**src/csr_params.svh**
```systemverilog
// Purpose: Offsets, field positions and reset values of the core register bank
// Assumes: Direct address space is 8 bits wide
// Notes:   Included by the design, not by the package
`ifndef CSR_PARAMS_SVH
`define CSR_PARAMS_SVH

`define CSR_SFR_BASE      8'h80
`define CSR_OFF_STACK     8'h81
`define CSR_OFF_DP0_LOW   8'h82
`define CSR_OFF_DP0_HIGH  8'h83
`define CSR_OFF_DP1_LOW   8'h84
`define CSR_OFF_DP1_HIGH  8'h85
`define CSR_OFF_PTR_SEL   8'h86
`define CSR_OFF_POWER     8'h87
`define CSR_OFF_PORT0     8'h80
`define CSR_OFF_PORT1     8'h90
`define CSR_OFF_PORT2     8'ha0
`define CSR_OFF_PORT3     8'hb0

`define CSR_RST_STACK     8'h07
`define CSR_RST_ACTIVE_DATA_POINTER      8'h00
`define CSR_RST_PTR_SEL   8'h00
`define CSR_RST_POWER     8'h30

`define CSR_PWR_BAUD_DBL  7
`define CSR_PWR_FRM_CHK   6
`define CSR_PWR_FLAG1     3
`define CSR_PWR_FLAG0     2
`define CSR_PWR_PDOWN     1
`define CSR_PWR_IDLE      0
`define CSR_PWR_UNIMPL    8'h30
`define CSR_SEL_BIT       0

`endif

```
**src/csr_pkg.sv**
```systemverilog
// Purpose: Types shared by the core register bank
// Assumes: Constants come from csr_params.svh
// Notes:   Types only
`default_nettype none
package csr_pkg;

   // Register access request from the core
   typedef struct packed {
      logic       rd;
      logic       wr;
      logic       bit_op;
      logic [2:0] bit_sel;
      logic [7:0] addr;
      logic [7:0] wdata;
   } csr_req_t;

   // Stack and pointer operations from the core
   typedef struct packed {
      logic       push;
      logic       pop;
      logic       ptr_load;
      logic       ptr_inc;
      logic [15:0] ptr_val;
   } csr_op_t;

   typedef enum logic [1:0] {
      CSR_RUN   = 2'b00,
      CSR_IDLE  = 2'b01,
      CSR_PDOWN = 2'b10
   } csr_pwr_t;

   typedef struct packed {
      logic [7:0] stack;
      logic [7:0] dp0_low;
      logic [7:0] dp0_high;
      logic [7:0] dp1_low;
      logic [7:0] dp1_high;
      logic       ptr_sel;
      logic [7:0] power;
      logic       frame_error_flag;
      csr_pwr_t   pwr;
      logic [7:0] rdata;
      logic       rhit;
   } csr_state_t;

endpackage
`default_nettype wire

```
**src/csr_core_regs.sv**
```systemverilog
// Purpose: Stack, dual data pointer and power control registers of the core
// Assumes: Core presents one access per cycle; inputs synchronous to i_clk
// Notes:   Unclaimed direct locations are handed out to user soft logic
//
// Function
// - Stack pointer resets to 07h; software may overwrite it freely.
// - Push increments stack pointer first, then writes the scratchpad entry.
// - Pop reads the addressed entry first, then decrements stack pointer.
// - Calls and interrupts push return address with pre-increment order.
// - Registers live at 80h-FFh and answer direct accesses only.
// - Single-bit access only where address low nibble is 0 or 8.
// - Unimplemented power control bits 5 and 4 read as ones.
// - Unused locations and the four port locations go to soft logic.
// - Both data pointer pairs reset to 00h.
// - Select bit 0 picks pair: 1 second pair, 0 primary pair.
// - Pointer instructions use and update only the selected pair.
// - Unused second pair behaves as plain read/write registers.
// - Select register bits 7 to 1 read as zero.
// - Select register resets to 00h, primary pair active.
// - Baud-double bit doubles serial rate in modes 1, 2, 3.
// - Frame-check enable turns serial control bit 7 into error flag.
// - Power control bits 3 and 2 are stored user flags.
// - Power-down bit stops all clocks and halts execution.
// - Idle bit stops only processor clock; peripherals keep running.
// - Power control resets to 00110000b.
// - All these registers are freely readable and writable.
// - Framing error flag set by invalid stop bit while frame check is enabled, cleared only by reset.
`include "csr_params.svh"
`timescale 1ns/1ps
`default_nettype none

module csr_core_regs (
   input  wire logic             i_clk,
   input  wire logic             i_rst,
   input  wire csr_pkg::csr_req_t i_req,
   input  wire logic             i_direct,
   input  wire csr_pkg::csr_op_t i_op,
   input  wire logic             i_serial_mode_bit,
   input  wire logic             i_stop_bit_bad,
   input  wire logic             i_irq_taken,
   input  wire logic             i_wake,
   input  wire logic [7:0]       i_ext_rdata,
   output logic [7:0]            o_rdata,
   output logic                  o_ext_sel,
   output logic [7:0]            o_stack_addr,
   output logic                  o_stack_wr,
   output logic                  o_stack_rd,
   output logic [15:0]           o_active_data_pointer,
   output logic                  o_baud_double,
   output logic                  o_serial_ctrl_bit7,
   output logic                  o_frame_error_flag,
   output logic                  o_user_flag_1,
   output logic                  o_user_flag_0,
   output logic                  o_cpu_clk_en,
   output logic                  o_periph_clk_en,
   output logic                  o_power_down_option_en
);

   // ==========================================================
   // State
   csr_pkg::csr_state_t s_q;
   csr_pkg::csr_state_t s_d;

   logic       sfr_hit;
   logic       own_hit;
   logic       bit_ok;
   logic       wr_en;
   logic [7:0] wval;
   logic [7:0] cur;
   logic [7:0] stack_inc;
   logic [15:0] np;

   // ==========================================================
   // Decode
   always_comb begin
      // Direct-only space; indirect ops fall through to scratchpad
      sfr_hit = i_direct && i_req.addr[7];
      own_hit = sfr_hit && (i_req.addr >= `CSR_OFF_STACK) &&
                (i_req.addr <= `CSR_OFF_POWER);
      bit_ok  = (i_req.addr[3:0] == 4'h0) || (i_req.addr[3:0] == 4'h8);
      wr_en   = own_hit && i_req.wr && (!i_req.bit_op || bit_ok);
      case (i_req.addr)
         `CSR_OFF_STACK:    cur = s_q.stack;
         `CSR_OFF_DP0_LOW:  cur = s_q.dp0_low;
         `CSR_OFF_DP0_HIGH: cur = s_q.dp0_high;
         `CSR_OFF_DP1_LOW:  cur = s_q.dp1_low;
         `CSR_OFF_DP1_HIGH: cur = s_q.dp1_high;
         `CSR_OFF_PTR_SEL:  cur = {7'h00, s_q.ptr_sel};
         `CSR_OFF_POWER:    cur = s_q.power | `CSR_PWR_UNIMPL;
         default:           cur = 8'hff;
      endcase
      // Bit ops merge into current value so other bits stay put
      wval = i_req.wdata;
      if (i_req.bit_op) begin
         wval = cur;
         wval[i_req.bit_sel] = i_req.wdata[0];
      end
      stack_inc = s_q.stack + 8'h01;
   end

   // ==========================================================
   // Next state
   always_comb begin
      s_d = s_q;
      np  = 16'h0000;
      if (wr_en) begin
         case (i_req.addr)
            `CSR_OFF_STACK:    s_d.stack    = wval;
            `CSR_OFF_DP0_LOW:  s_d.dp0_low  = wval;
            `CSR_OFF_DP0_HIGH: s_d.dp0_high = wval;
            `CSR_OFF_DP1_LOW:  s_d.dp1_low  = wval;
            `CSR_OFF_DP1_HIGH: s_d.dp1_high = wval;
            `CSR_OFF_PTR_SEL:  s_d.ptr_sel  = wval[`CSR_SEL_BIT];
            `CSR_OFF_POWER:    s_d.power    = wval | `CSR_PWR_UNIMPL;
            default:           s_d.power    = s_q.power;
         endcase
      end
      // Push/call/interrupt: pointer moves before data is written
      if (i_op.push) begin
         s_d.stack = stack_inc;
      end else if (i_op.pop) begin
         s_d.stack = s_q.stack - 8'h01;
      end
      // Pointer updates touch only the selected pair
      if (i_op.ptr_load || i_op.ptr_inc) begin
         np = i_op.ptr_load ? i_op.ptr_val :
              (s_q.ptr_sel ? {s_q.dp1_high, s_q.dp1_low}
                           : {s_q.dp0_high, s_q.dp0_low}) + 16'h0001;
         if (s_q.ptr_sel) begin
            s_d.dp1_low  = np[7:0];
            s_d.dp1_high = np[15:8];
         end else begin
            s_d.dp0_low  = np[7:0];
            s_d.dp0_high = np[15:8];
         end
      end
      // Bad stop bit sets the flag while frame check is on; only reset clears it
      if (s_q.power[`CSR_PWR_FRM_CHK] && i_stop_bit_bad) begin
         s_d.frame_error_flag = 1'b1;
      end
      // Power state follows request bits
      case (s_q.pwr)
         csr_pkg::CSR_RUN: begin
            if (s_d.power[`CSR_PWR_PDOWN]) begin
               s_d.pwr = csr_pkg::CSR_PDOWN;
            end else if (s_d.power[`CSR_PWR_IDLE]) begin
               s_d.pwr = csr_pkg::CSR_IDLE;
            end
         end
         csr_pkg::CSR_IDLE: begin
            // External wake also clears a pending idle request
            if (i_irq_taken || i_wake) begin
               s_d.pwr = csr_pkg::CSR_RUN;
               s_d.power[`CSR_PWR_IDLE] = 1'b0;
            end
         end
         csr_pkg::CSR_PDOWN: begin
            if (i_wake) begin
               s_d.pwr = csr_pkg::CSR_RUN;
               s_d.power[`CSR_PWR_PDOWN] = 1'b0;
               s_d.power[`CSR_PWR_IDLE]  = 1'b0;
            end
         end
         default: s_d.pwr = csr_pkg::CSR_RUN;
      endcase
      // Read data registered; foreign locations come from soft logic
      s_d.rhit  = own_hit && i_req.rd;
      s_d.rdata = cur;
      if (i_rst) begin
         s_d.stack    = `CSR_RST_STACK;
         s_d.dp0_low  = `CSR_RST_ACTIVE_DATA_POINTER;
         s_d.dp0_high = `CSR_RST_ACTIVE_DATA_POINTER;
         s_d.dp1_low  = `CSR_RST_ACTIVE_DATA_POINTER;
         s_d.dp1_high = `CSR_RST_ACTIVE_DATA_POINTER;
         s_d.ptr_sel  = 1'b0;
         s_d.power    = `CSR_RST_POWER;
         s_d.frame_error_flag = 1'b0;
         s_d.pwr      = csr_pkg::CSR_RUN;
         s_d.rdata    = 8'h00;
         s_d.rhit     = 1'b0;
      end
   end

   always_ff @(posedge i_clk) begin
      s_q <= s_d;
   end

   // ==========================================================
   // Outputs
   always_comb begin
      // Soft logic decodes ports and empty slots itself
      o_ext_sel = sfr_hit && !own_hit;
      o_rdata   = s_q.rhit ? s_q.rdata : i_ext_rdata;
      // Push writes at incremented address; pop reads current address
      o_stack_addr = i_op.push ? stack_inc : s_q.stack;
      o_stack_wr   = i_op.push;
      o_stack_rd   = i_op.pop;
      o_active_data_pointer = s_q.ptr_sel ?
                              {s_q.dp1_high, s_q.dp1_low} :
                              {s_q.dp0_high, s_q.dp0_low};
      o_baud_double = s_q.power[`CSR_PWR_BAUD_DBL];
      o_frame_error_flag = s_q.frame_error_flag;
      o_serial_ctrl_bit7 = s_q.power[`CSR_PWR_FRM_CHK] ?
                           s_q.frame_error_flag : i_serial_mode_bit;
      o_user_flag_1 = s_q.power[`CSR_PWR_FLAG1];
      o_user_flag_0 = s_q.power[`CSR_PWR_FLAG0];
      o_cpu_clk_en  = (s_q.pwr == csr_pkg::CSR_RUN);
      o_periph_clk_en = (s_q.pwr != csr_pkg::CSR_PDOWN);
      o_power_down_option_en = (s_q.pwr == csr_pkg::CSR_PDOWN);
   end

endmodule // csr_core_regs
`default_nettype wire

```
**config.mk**
```make
export PLATFORM = sky130hd
export DESIGN_NAME = csr_core_regs
export DESIGN_NICKNAME = d
export VERILOG_FILES = /design/src/csr_pkg.sv /design/src/csr_core_regs.sv
export VERILOG_INCLUDE_DIRS = /design/src
export SDC_FILE = /design/constraint.sdc
export NUM_CORES = 1
export LEC_CHECK = 0
export BUFFER_PORTS_ARGS = -buffer_cell sky130_fd_sc_hd__buf_2
export CAP_MARGIN = 40
export CORE_MARGIN = 4
export CORE_UTILIZATION = 35
export DETAILED_ROUTE_END_ITERATION = 12
export PLACE_DENSITY = 0.54
export RECOVER_POWER = 25
export REMOVE_ABC_BUFFERS = 1
export SLEW_MARGIN = 20
export SYNTH_ARGS = -nofsm -noshare
export SYNTH_HDL_FRONTEND = slang
export SYNTH_SLANG_ARGS = --single-unit
export TNS_END_PERCENT = 30
```
**constraint.sdc**
```tcl
create_clock -name i_clk -period 3.7 [get_ports i_clk]
set_clock_uncertainty 0.2 [all_clocks]
set_input_delay 0.37 -clock i_clk [delete_from_list [all_inputs] [get_ports i_clk]]
set_output_delay 0.37 -clock i_clk [all_outputs]
set_load 0.02 [all_outputs]
```
======== Word-level counts from Yosys, hierarchy flattened ========
Cells that the tools add are included.
operators by class
  reduce and logical (&&, ||, !) cells .... 23
  add/subtract/negate cells ............... 3
  multiplexer cells ....................... 32
  magnitude comparators ................... 4
  eq/ne operators ......................... 14
operator list
  kind                                                       number
  two-way mux 8 bit                                          11
  two-way mux 16 bit                                         4
  == test 8 bit (second input constant)                      7
  case mux 8 bit (7 select lines)                            1
  two-way mux 49 bit                                         1
  two-way mux 32 bit                                         1
  adder 16 x 1 -> 16 bit (second input constant)             1
  two-way mux 2 bit                                          5
  logical AND 1 bit                                          9
  adder 8 x 1 -> 8 bit (second input constant)               1
  bitwise mux 8 bit                                          1
  greater-or-equal comparator 8 bit (second input constant)  1
  less-or-equal comparator 8 bit (second input constant)     1
  subtractor 8 x 1 -> 8 bit (second input constant)          1
  != test 2 bit (second input constant)                      3
  case mux 2 bit (3 select lines)                            1
  AND reduction 2 bit                                        3
  nonzero test 3 bit                                         2
  two-way mux 1 bit                                          5
  == test 4 bit (second input constant)                      1
  logical NOT 4 bit                                          1
  logical OR 1 bit                                           4
  < comparator 3 x 4 -> 1 bit (second input constant)        1
  demux 1 bit (select 3 bit)                                 1
  other kinds (8)                                            9
word-level totals
  bits of input ports ..................... 57
  bits in registers ....................... 59
  logic and storage cells ................. 88

======== Longest topological paths before layout ========
  word-level depth ........................ 11
  depth in mapped cells ................... 9
  mapped depth without buffers ............ 7

======== Least setup slack after synthesis ========
Ideal clock, no wire load.
  path type ............................... flip-flop to flip-flop
  start point ............................. register s_q[20] in the netlist's numbering
  end point ............................... register s_q[25] in the netlist's numbering
  data arrival time ....................... 2.267 ns
  required time ........................... 3.367 ns
  setup slack ............................. 1.101 ns
  cell stages (with the launch flop) ...... 10
  setup time .............................. 0.133 ns
  period minus slack after synthesis ...... 2.599 ns
  cells stage by stage .................... dfxtp_1 buf_2 buf_2 clkbuf_1 mux2_2 ha_1 o211ai_1 or4_1 nand3_1 a21oi_1
between the ends
  cells in the longest elaborated chain, start to end .. 5
RTL lines
  element                             line                  source
  start: declaration                  csr_core_regs.sv:61   csr_pkg::csr_state_t s_q;
  start signal: assignment            csr_core_regs.sv:185  s_q <= s_d;
  two-way mux 16 bit                  -
  named net o_active_data_pointer[0]  csr_core_regs.sv:48   output logic [15:0] o_active_data_pointer,
  adder 16 x 1 -> 16 bit              csr_core_regs.sv:128  : {s_q.dp0_high, s_q.dp0_low}) + 16'h0001;
  two-way mux 16 bit                  csr_core_regs.sv:126  np = i_op.ptr_load ? i_op.ptr_val :
  two-way mux 16 bit                  csr_core_regs.sv:129  if (s_q.ptr_sel) begin
  two-way mux 32 bit                  csr_core_regs.sv:125  if (i_op.ptr_load || i_op.ptr_inc) begin
The timed path passes the listed nets, and every way through them passes these cells.
A chain may end at the register's enable or synchronous reset.

==> Flow_metrics.wiki <==
{| class="wikitable"
! Metric !! Value
|-
| Outcome || finished with violations
|-
| Violations in the final reports || max-capacitance violations, max-slew violations
|-
| Leading cell types in the layout, fill and taps excluded || buf_2 (85), dfxtp_1 (59), nor2_1 (48)
|-
| Number of standard cells after synthesis || 554
|-
| Number of buffers added by the clock tree synthesis step || 9
|-
| Static leakage || 2.212 nW
|-
| Diodes inserted || 0
|-
| Vias per Instance || 5.895
|-
| Post-cts repair resize count || 0
|-
| Cell area after technology mapping || 4572 um2
|-
| Clock tree from TritonCTS || built
|-
| Pins over their slew limit || 64
|-
| Vias in the first global route || 4403
|-
| Share of synthesized flip-flops with an asynchronous set or reset || 0
|-
| Worst skew pair latency || 340 ps
|-
| HPWL after detailed placement || 11800 um
|-
| Startpoint Class || input port
|-
| Predominant post-synthesis flop cell || dfxtp_1
|-
| PwrDens || 354.0 nW/um2
|-
| Tightest hold margin || 56.96 ps
|-
| Post-synthesis sequential area ratio || 0.2583
|-
| Count of vias placed by the detailed router || 4751
|-
| Most common library cell in the layout ignoring fill and taps || buf_2
|-
| Routed wire per std cell || 19.83 um
|-
| Detail Route Antenna Nets || 0
|-
| Post-synth EDFFs || 0
|-
| Die ar. || 14950 um2
|-
| Overall overflow remaining after global route || 0
|-
| Reg2reg start || s_q[20]
|-
| CTS max path bufs || 2
|-
| Max H-tree Level || 3
|-
| Synthesized area per cell || 8.253 um2
|-
| Post-CTS setup buffer count || 0
|-
| Share of post-route cells with drive strength above 1 || 0.2366
|-
| Hold Buf Count CTS || 0
|-
| Relative area change from synthesis to final layout || 18.94%
|-
| Critical Path Source || i_rst
|-
| Final critical-path share of the clock period || 0.8129
|-
| Remaining routing DRC violations || 0
|-
| Wire length of the first global-routing pass || 24500 um
|-
| Data arrival time of the worst path || 2960 ps
|-
| Die Span Y || 122.3 um
|-
| GRT Overall Usage || 0.2115
|-
| Worst Setup Path Type || in -> reg
|-
| Class of the tightest hold or removal check || in -> reg
|-
| Count of warnings emitted by yosys || 0
|-
| Weighted congestion at the end of routability-driven global placement || 0.9134
|-
| Setup repair after global routing missed its margin || false
|-
| Iteration-0 DRC count of the detailed router || 319
|-
| Internal power contribution || 0.001341 W
|-
| Synth Register Bits || 59
|-
| Crit path capture type || flop
|-
| Clock share of power || 0.445
|-
| Tmin final || 3008 ps
|-
| Number of port buffers || 99
|-
| Root Buffer Master || clkbuf_16
|-
| F_max || 332.5 MHz
|-
| Maximum number of pins on one net before global-route repair || 33
|-
| DIE WIDTH || 122.3 um
|-
| Endpoints failing hold || 0
|-
| Start point of the worst hold path || i_wake
|-
| Final setup viols || 0
|-
| Post-synthesis cell type count || 67
|-
| Nets || 692
|-
| Number of top-level pins || 100
|-
| Clk pin slew, worst setup/hold paths || 50 ps
|-
| Total length of routed wires || 15980 um
|-
| Starting density of the core || 0.3594
|-
| Number of maximum-capacitance violations || 2
|-
| Number of optimization iterations in the first detailed-route pass || 4
|-
| Largest fanout on the critical path || 31
|-
| Row Count || 41
|-
| Reported net switching power || 0.0005843 W
|-
| Required time worst endpoint || 3650 ps
|-
| Utilization after layout || 0.4274
|-
| Max IR drop VDD || 0.0002088 V
|-
| Core area || 12720 um2
|-
| Initial antenna violation count || 0
|-
| TritonCTS Sinks || 59
|-
| Worst slew margin relative to its limit || -0.04230
|-
| Part of the power in combinational logic || 0.190
|-
| Slew at the pin with the worst max-slew slack || 1563 ps
|-
| Sum Neg Setup Slack || 0 ps
|-
| Switching Share || 0.3035
|-
| Share of power burned in registers || 0.365
|}
## registers in the layout, indices dropped and copies added, names as in the netlist
name and cells:
o_frame_error_flag 1, o_baud_double 1, o_user_flag_0 1, s_q 55, o_user_flag_1 1
## area by class of cell
class,count,area [um2]
fillers,1349,7284
inverters,23,86.33
repair buffers,108,545.5
well taps,172,215.2
clock inverters,5,52.55
flip-flops and latches,59,1181
clock buffers,11,242.7
multi-input cells,428,3114
## per-stage QoR
stage	setup slack, ps	cell area [um2]	power (W)	cells
after floorplan	1052	4382	0.0009140	510
after global placement	832.1	5145	0.001074	788
after detailed placement	836.1	5145	0.001078	788
after CTS	847.0	5440	0.001927	804
after global routing	562.0	5438	0.001993	806
final	692.1	5438	0.001925	806
## synth_stat cells (6+ instances only)
cell | number | share of area
dfxtp_1 | 59 | 0.26
nor2_1 | 48 | 0.039
mux2i_1 | 46 | 0.10
a21oi_1 | 33 | 0.036
nand2_1 | 30 | 0.025
clkbuf_1 | 29 | 0.024
a211oi_1 | 24 | 0.039
mux2_2 | 24 | 0.059
inv_1 | 23 | 0.019
nand3_1 | 19 | 0.021
a221oi_1 | 17 | 0.033
o21ai_0 | 15 | 0.016
nor2b_1 | 14 | 0.019
xnor2_1 | 11 | 0.021
nand2b_1 | 10 | 0.014
a31oi_1 | 7 | 0.0096
and2_1 | 7 | 0.0096
nor3_1 | 7 | 0.0077
buf_1 | 6 | 0.0049
ha_1 | 6 | 0.016
nand4_1 | 6 | 0.0082
o211ai_1 | 6 | 0.0099
## layer usage
layer,track usage,up-vias,wire [um]
met3,0.04147,28,1344
met5,0,-,0
li1,-,2243,-
met2,0.3404,236,7388
met4,0.07138,0,374
met1,0.2839,2244,6870
## path summary, 6_finish.rpt
check / cells past startpoint / end / slack [ps]
worst min register to register: 2 / o_frame_error_flag / 300
worst min-delay path: 2 / s_q[13] / 60
worst max register to register: 6 / s_q[42] / 970
worst max-delay path: 4 / s_q[60] / 690
## worst max-delay path: stages
cell and delay [ps]:
clkbuf_1 1070, clkbuf_1 1210, nand2b_1 220, o32ai_1 70
## power by group through the flow
stage	logic [W]	registers, W	clock network [W]
2_1_floorplan	0.000217	0.000697	0
3_3_place_gp	0.000359	0.000715	0
3_5_place_dp	0.000364	0.000715	0
4_1_cts	0.000366	0.000701	0.000861
5_1_grt	0.000400	0.000705	0.000888
6_report	0.000366	0.000702	0.000856
## cell families (layout without fill, tap and decap cells)
family,count (synthesis),after routing,share of synthesized area
and+or+nand+nor,182,182,0.2181
AOI/OAI and AO/OA,148,148,0.2285
muxes,76,76,0.1875
buffers and inverters,67,147,0.06048
DFF,59,59,0.2583
xor gates and xnor gates,16,16,0.03065
adders and majority gates,6,6,0.01642
Note: power is estimated with default switching activity, not from simulation.
